**src/core/psp_pkg.sv**
```systemverilog
package psp_pkg;

  // clock and time base
  localparam int CLK_HZ = 20000000;
  localparam int TICK_PERIOD_MS = 1;
  localparam int MS_TICK_CYCLES = (CLK_HZ / 1000) * TICK_PERIOD_MS;
  localparam int TICK_W = 16;

  ////////////////////////////////////////////////////////////////////////////
  // rearm pulse limits, in milliseconds
  localparam int HIGH_W = 15;
  localparam logic [HIGH_W-1:0] MIN_SHORT_MS = 15'd100;
  localparam logic [HIGH_W-1:0] MIN_LONG_MS = 15'd350;
  localparam logic [HIGH_W-1:0] MAX_HIGH_MS = 15'd30000;
  localparam logic [HIGH_W-1:0] SAT_HIGH_MS = 15'd30001;

  ////////////////////////////////////////////////////////////////////////////
  // lockout mode encodings
  localparam int MODE_W = 3;
  localparam logic [MODE_W-1:0] LOCK_NONE = 3'h1;
  localparam logic [MODE_W-1:0] LOCK_ALWAYS = 3'h2;
  localparam logic [MODE_W-1:0] LOCK_STARTSTOP = 3'h3;
  localparam logic [MODE_W-1:0] LOCK_TDC = 3'h4;

  // reset values
  localparam logic LOCK_RESET = 1'b1;
  localparam logic PERMIT_RESET = 1'b0;

endpackage

```
**src/core/psp_ms_tick.sv**
```systemverilog
`timescale 1ns/100ps

module psp_ms_tick #(
  parameter int TICK_CYCLES = psp_pkg::MS_TICK_CYCLES
) (
  input wire logic clk_sys,
  input wire logic rst,
  output logic msTick
);

  logic [psp_pkg::TICK_W-1:0] cnt_q;

  // one pulse per millisecond, free running
  always_ff @(posedge clk_sys or posedge rst) begin
    if (rst) begin
      cnt_q <= '0;
      msTick <= 1'b0;
    end else if (cnt_q == psp_pkg::TICK_W'(TICK_CYCLES - 1)) begin
      cnt_q <= '0;
      msTick <= 1'b1;
    end else begin
      cnt_q <= cnt_q + 1'b1;
      msTick <= 1'b0;
    end
  end
endmodule

```
**src/core/psp_rearm_check.sv**
```systemverilog
`timescale 1ns/100ps

module psp_rearm_check (
  input wire logic clk_sys,
  input wire logic rst,
  input wire logic msTick,
  input wire logic rearmReq,
  input wire logic minPulseLong,
  output logic pulseOk
);

  logic reqPrev_q;
  logic [psp_pkg::HIGH_W-1:0] highMs_q;
  logic [psp_pkg::HIGH_W-1:0] minMs;
  logic reqRise;
  logic reqFall;

  assign minMs = minPulseLong ? psp_pkg::MIN_LONG_MS : psp_pkg::MIN_SHORT_MS;
  assign reqRise = rearmReq && !reqPrev_q;
  assign reqFall = !rearmReq && reqPrev_q;

  always_ff @(posedge clk_sys or posedge rst) begin
    if (rst) begin
      reqPrev_q <= 1'b0;
    end else begin
      reqPrev_q <= rearmReq;
    end
  end

  // saturates just past the limit so overlong pulses stay overlong
  always_ff @(posedge clk_sys or posedge rst) begin
    if (rst) begin
      highMs_q <= '0;
    end else if (reqRise) begin
      highMs_q <= '0;
    end else if (rearmReq && msTick && highMs_q != psp_pkg::SAT_HIGH_MS) begin
      highMs_q <= highMs_q + 1'b1;
    end
  end

  // low-high-low only, high phase inside the window
  always_ff @(posedge clk_sys or posedge rst) begin
    if (rst) begin
      pulseOk <= 1'b0;
    end else begin
      pulseOk <= reqFall && highMs_q >= minMs && highMs_q <= psp_pkg::MAX_HIGH_MS;
    end
  end
endmodule

```
**src/core/psp_press_permit.sv**
```systemverilog
`timescale 1ns/100ps

// Functional notes
// - permit rises only on start rise, no pending rearm, main and configured start permits high
// - without single-cycle checking, start fall or low main permit drops permit
// - with single-cycle checking, a top-dead-center rise also drops permit
// - rearm-pending is high while a valid rearm pulse is awaited
// - only a valid rearm pulse sequence clears the lockout
// - permit held low while rearm-pending is high
// - valid rearm pulse is low-high-low on the rearm request
// - high phase lasts at least 100 ms or 350 ms as selected
// - pulses too short or over 30 s are ignored, flag unchanged
// - inverted main permit output is complement of main permit
// - lockout mode 1 none, 2 every stop, 3 start/main drop, 4 tdc/main drop
// - rearm-pending shown only when main permit and configured start permit high
// - start permit not evaluated once the permit is high
module psp_press_permit #(
  parameter int TICK_CYCLES = psp_pkg::MS_TICK_CYCLES
) (
  input wire logic clk_sys,
  input wire logic rst,
  input wire logic startStop,
  input wire logic mainPermit,
  input wire logic startPermit,
  input wire logic startPermitEn,
  input wire logic tdc,
  input wire logic singleCycleEn,
  input wire logic [psp_pkg::MODE_W-1:0] lockMode,
  input wire logic minPulseLong,
  input wire logic rearmReq,
  output logic pressPermit,
  output logic rearmPending,
  output logic mainPermitInv
);

  ////////////////////////////////////////////////////////////////////////////
  // sampled inputs and edges

  logic ssPrev_q;
  logic mainPrev_q;
  logic tdcPrev_q;
  logic ssRise;
  logic ssFall;
  logic mainFall;
  logic tdcRise;
  logic msTick;
  logic rearmOk;
  logic lock_q;
  logic lock_d;
  logic lockActive;
  logic preOk;
  logic stopEvent;
  logic lockEvent;
  logic pressPermit_d;

  always_ff @(posedge clk_sys or posedge rst) begin
    if (rst) begin
      ssPrev_q <= 1'b0;
      mainPrev_q <= 1'b0;
      tdcPrev_q <= 1'b0;
    end else begin
      ssPrev_q <= startStop;
      mainPrev_q <= mainPermit;
      tdcPrev_q <= tdc;
    end
  end

  assign ssRise = startStop && !ssPrev_q;
  assign ssFall = !startStop && ssPrev_q;
  assign mainFall = !mainPermit && mainPrev_q;
  // tdc only counts when single-cycle checking is on
  assign tdcRise = singleCycleEn && tdc && !tdcPrev_q;

  ////////////////////////////////////////////////////////////////////////////
  // time base and rearm pulse qualification

  psp_ms_tick #(
    .TICK_CYCLES(TICK_CYCLES)
  ) u_tick (
    .clk_sys(clk_sys),
    .rst(rst),
    .msTick(msTick)
  );

  psp_rearm_check u_rearm (
    .clk_sys(clk_sys),
    .rst(rst),
    .msTick(msTick),
    .rearmReq(rearmReq),
    .minPulseLong(minPulseLong),
    .pulseOk(rearmOk)
  );

  ////////////////////////////////////////////////////////////////////////////
  // lockout

  // start permit matters only while it is configured
  assign preOk = mainPermit && (startPermit || !startPermitEn);
  assign lockActive = lock_q && lockMode != psp_pkg::LOCK_NONE;
  assign stopEvent = ssFall || mainFall || tdcRise;

  // which stops arm the lockout; a drop only counts while the press runs
  always_comb begin
    lockEvent = 1'b0;
    case (lockMode)
      psp_pkg::LOCK_ALWAYS: lockEvent = stopEvent;
      psp_pkg::LOCK_STARTSTOP: lockEvent = ssFall || mainFall;
      psp_pkg::LOCK_TDC: lockEvent = tdcRise || mainFall;
      default: lockEvent = 1'b0;
    endcase
  end

  // set wins over clear; a rejected pulse leaves the flag alone
  always_comb begin
    lock_d = lock_q;
    if (rearmOk && rearmPending) begin
      lock_d = 1'b0;
    end
    if (lockEvent && pressPermit) begin
      lock_d = 1'b1;
    end
  end

  // mode is a port, so the lock starts armed and mode 1 masks it
  always_ff @(posedge clk_sys or posedge rst) begin
    if (rst) begin
      lock_q <= psp_pkg::LOCK_RESET;
    end else begin
      lock_q <= lock_d;
    end
  end

  always_ff @(posedge clk_sys or posedge rst) begin
    if (rst) begin
      rearmPending <= 1'b0;
    end else begin
      rearmPending <= lockActive && preOk;
    end
  end

  ////////////////////////////////////////////////////////////////////////////
  // press permit

  always_comb begin
    pressPermit_d = pressPermit;
    if (lockActive) begin
      pressPermit_d = 1'b0;
    end else if (!pressPermit) begin
      pressPermit_d = ssRise && preOk;
    end else if (ssFall || !mainPermit || tdcRise) begin
      pressPermit_d = 1'b0;
    end
    // running: start permit no longer looked at
  end

  always_ff @(posedge clk_sys or posedge rst) begin
    if (rst) begin
      pressPermit <= psp_pkg::PERMIT_RESET;
    end else begin
      pressPermit <= pressPermit_d;
    end
  end

  // combinational so the complement never lags the input
  assign mainPermitInv = !mainPermit;
endmodule

```
**config.mk**
```make
export PLATFORM = sky130hd
export DESIGN_NAME = psp_press_permit
export DESIGN_NICKNAME = d
export VERILOG_FILES = /design/src/core/psp_pkg.sv /design/src/core/psp_ms_tick.sv /design/src/core/psp_rearm_check.sv /design/src/core/psp_press_permit.sv
export SDC_FILE = /design/constraint.sdc
export NUM_CORES = 1
export LEC_CHECK = 0
export ABC_AREA = 0
export BUFFER_PORTS_ARGS = -buffer_cell sky130_fd_sc_hd__buf_4
export CAP_MARGIN = 20
export CORE_UTILIZATION = 45
export DETAILED_ROUTE_END_ITERATION = 16
export PLACE_DENSITY = 0.65
export SYNTH_ARGS = -nofsm -noshare
export SYNTH_HDL_FRONTEND = slang
export SYNTH_SLANG_ARGS = --single-unit
export TNS_END_PERCENT = 10
```
**constraint.sdc**
```tcl
create_clock -name clk_sys -period 1.8 [get_ports clk_sys]
set_input_delay 0.09 -clock clk_sys [delete_from_list [all_inputs] [get_ports clk_sys]]
set_output_delay 0.09 -clock clk_sys [all_outputs]
set_load 0.05 [all_outputs]
```
==> run_results.csv <==
group,metric,value,unit
clock_tree,insertion_delay,290,ps
timing,fmax,613.5,MHz
power,swShare,0.2372,
worst_setup_path,critPathMaxFanout,8,
routing,antenna_left,0,
clock_tree,root_buffer,"clkbuf_8",
synth,synth_edf_count,0,
power,p_sw,380.9,uW
placement,port_buffers,15,
floorplanning,dieHeight,71.20,um
clock_tree,cts_setup_buffers,0,
placement,dp_hpwl,3023,um
power,comb_power_share,0.068,
timing,setup-tns-final,0,ps
routing,wire_per_inst,13.93,um
floorplanning,die-area,5069,um2
power,pwr-share-clk,0.363,
synth,synthTopCellsByArea,"dfrtp_1, xor2_1, ha_1, nor2_1, nand3_1",
synth,synth_area_leader_cell,"dfrtp_1",
timing,min_period,1630,ps
outcome,status,"complete, but fails checks",
timing,skew,14.37,ps
synth,synth_seq_cells,40,
worst_setup_path,rr_worst_depth,5,
synth,netlist_area,2155,um2
routing,drtIter0Drc,88,
worst_setup_path,crit_path_cell_trace,"ha_1 > and4_1 > nand2_1 > nor2_2 > o21ai_0",
worst_setup_path,r2r-start,"u_tick.cnt_q[0]",
finish,fin_util,0.5529,
power,p_seq_frac,0.569,
clock_tree,cts_buffers,5,
floorplanning,coreArea,4474,um2
worst_setup_path,crit_family,"simple AND/OR/NAND/NOR gates",
worst_setup_path,start_kind,"flop",
placement,gp_congestion,0.8127,
timing,rsz0062_at_grt,"false",
clock_tree,clkTransAtPathRegs,80,ps
timing,slew_viol_final,0,
synth,async_reset_ff_frac,1.000,
worst_setup_path,critPathRequiredTime,1970,ps
floorplanning,io_pins,16,
clock_tree,htreeDepth,2,
worst_setup_path,rrSetupSlack,170,ps
global_route,global_route.usage.total,0.1810,
routing,vias,1602,
power,intPower,1.225,mW
worst_hold_path,hp-class,"input port to flop",
synth,syn_inst,214,
synth,yosysWarningCount,0,
finish,ff_latch_area,1002,um2
clock_tree,cts_buffer_depth,2,
worst_setup_path,critPathKind,"flop to flop",
timing,setup_violations,0,
routing,drt_pass1_iterations,10,
routing,wl,4109,um
worst_setup_path,path_buf_inv,0,
worst_setup_path,r2r-end,"u_tick.cnt_q[9]",
power,peakVddDrop,0.4592,mV
synth,synth_top_flop_cell,"dfrtp_1",
clock_tree,cts_tree,"yes",
global_route,grt_max_degree,41,
global_route,grt_antenna_before_repair,0,
finish,diodes,0,
synth,yosysTopAreaCellShare,0.4530,
timing,hold_violations,0,
flow_run,maxCapViolCount,0,
global_route,grt_pass1_vias,1590,
synth,synth.distinct_cells,47,
worst_hold_path,holdPathStages,4,
power,power.density,649.2,nW/um2
synth,syn_area_per_cell,10.07,um2
outcome,violations,"DRC",
worst_hold_path,holdCritStartpoint,"startPermitEn",
worst_setup_path,crit_path_end_kind,"flop",
worst_setup_path,cp.arrival,1800,ps
global_route,grt-ovfl-total,0,
finish,final_common_cell,"dfrtp_1",
finish,areaGrowthSynthToFinish,14.81,%
power,leakage,1.209,nW
routing,vias_per_cell,5.431,
finish,layout_common_cells,"dfrtp_1, nor2_1, buf_4, nand2_1",
finish,fillCellCount,404,
synth,syn-num-nets,236,
timing,relSlewSlack,0.6723,
worst_setup_path,path_depth,5,
floorplanning,rows,24,
floorplanning,die_w,71.20,um
timing,worst_slew_pin_slew,491.5,ps
finish,drive_gt1_frac,0.1605,
worst_setup_path,slowest_stage,"dfrtp_1",
routing,drc,1,
worst_hold_path,holdPathEnd,"rearmPending",
finish,multi_input_area,1080,um2
clock_tree,cts_sinks,40,
worst_setup_path,slowest_delay,420,ps
timing,post-route-period-util,0.9056,
floorplanning,initial_utilization,0.4815,
global_route,grt_pass1_wl,7189,um
synth,ys_seq_area_frac,0.4652,
finish,final_nets,264,
## cell usage after synthesis (2+ instances only)
| library cell | n |
|---|---|
| and3_1 | 5 |
| a21o_1 | 2 |
| and4_1 | 4 |
| nand2_1 | 16 |
| dfrtp_1 | 39 |
| nor2_1 | 20 |
| inv_1 | 11 |
| nand4_1 | 11 |
| nand4_4 | 2 |
| or3_1 | 4 |
| and2_1 | 2 |
| a21oi_1 | 8 |
| o211ai_1 | 2 |
| and4_4 | 2 |
| ha_1 | 9 |
| nand2b_1 | 3 |
| nand3_1 | 14 |
| xor2_1 | 14 |
| o21ai_0 | 9 |
| nor3_1 | 3 |
| xnor2_1 | 5 |
| nor2b_1 | 2 |
| and4bb_2 | 2 |
| buf_6 | 2 |
## layer usage
layer	global-route usage	part of all wire
met1	0.2417	0.48
met2	0.2974	0.49
met3	0.03846	0.020
met4	0.05333	0.0083
met5	0	0
## flip-flops by register name (all words and copies together) (netlist names)
name / flops
ssPrev_q: 1
rearmPending: 1
u_rearm.reqPrev_q: 1
u_rearm.pulseOk: 1
pressPermit: 1
u_tick.msTick: 1
u_tick.cnt_q: 16
lock_q: 1
u_rearm.highMs_q: 15
mainPrev_q: 1
tdcPrev_q: 1
## layout make-up
| cell class | instances | share of cell area |
|---|---|---|
| clock inverters | 2 | 0.005058 |
| multi-input cells | 159 | 0.4365 |
| repair buffers | 25 | 0.08093 |
| well taps | 52 | 0.02630 |
| inverters | 11 | 0.01669 |
| clock buffers | 6 | 0.02934 |
| flip-flops and latches | 40 | 0.4052 |
## how the worst max path moves through the flow
stage,from,end,slack [ps]
2_1_floorplan,u_rearm.highMs_q[1],u_rearm.highMs_q[0],380
5_1_grt,u_tick.cnt_q[0],u_tick.cnt_q[9],6
3_5_place_dp,u_tick.cnt_q[0],u_tick.cnt_q[9],180
3_3_place_gp,u_rearm.highMs_q[4],u_rearm.pulseOk,230
6_report,u_tick.cnt_q[0],u_tick.cnt_q[9],170
4_1_cts,u_tick.cnt_q[0],u_tick.cnt_q[9],180
## what timing repair did
item,CTS,global route
hold buffers,5,0
hold endpoints to repair,43,0
gates resized for setup,0,0
## tightest hold or removal path, cell delays in order
cell and delay [ps]:
buf_4 80, nand2b_1 60, nand2_1 70, nor2_1 40
## cells by family after synthesis
| logic type | Yosys count | share of synthesized area |
|---|---|---|
| AOI/OAI and AO/OA | 31 | 0.09524 |
| xor gates and xnor gates | 19 | 0.07724 |
| adders and majority gates | 9 | 0.05227 |
| buffers and inverters | 15 | 0.03368 |
| DFF | 40 | 0.4652 |
| muxes | 2 | 0.009872 |
| and+or+nand+nor | 98 | 0.2666 |
## power groups by stage
stage               combinational (mW)  clock [mW]  sequential (mW)
global placement                 0.101           0            0.932
finish                           0.109       0.583            0.914
floorplan                       0.0459           0            0.940
CTS                              0.111       0.602            0.914
detailed placement               0.102           0            0.932
global route                     0.124       0.638            0.915
## metrics by stage
stage / area [um2] / hold slack, ps / setup slack (ps) / total power, mW / cells
2_1_floorplan: 2155 / 121.4 / 376.1 / 0.9858 / 214
3_3_place_gp: 2338 / 211.1 / 227.2 / 1.033 / 282
3_5_place_dp: 2338 / 212.8 / 175.7 / 1.035 / 282
4_1_cts: 2474 / 69.55 / 184.4 / 1.627 / 295
5_1_grt: 2474 / 84.50 / 5.644 / 1.677 / 295
6_report: 2474 / 87.67 / 169.9 / 1.606 / 295
(Power assumes the default switching activity.)
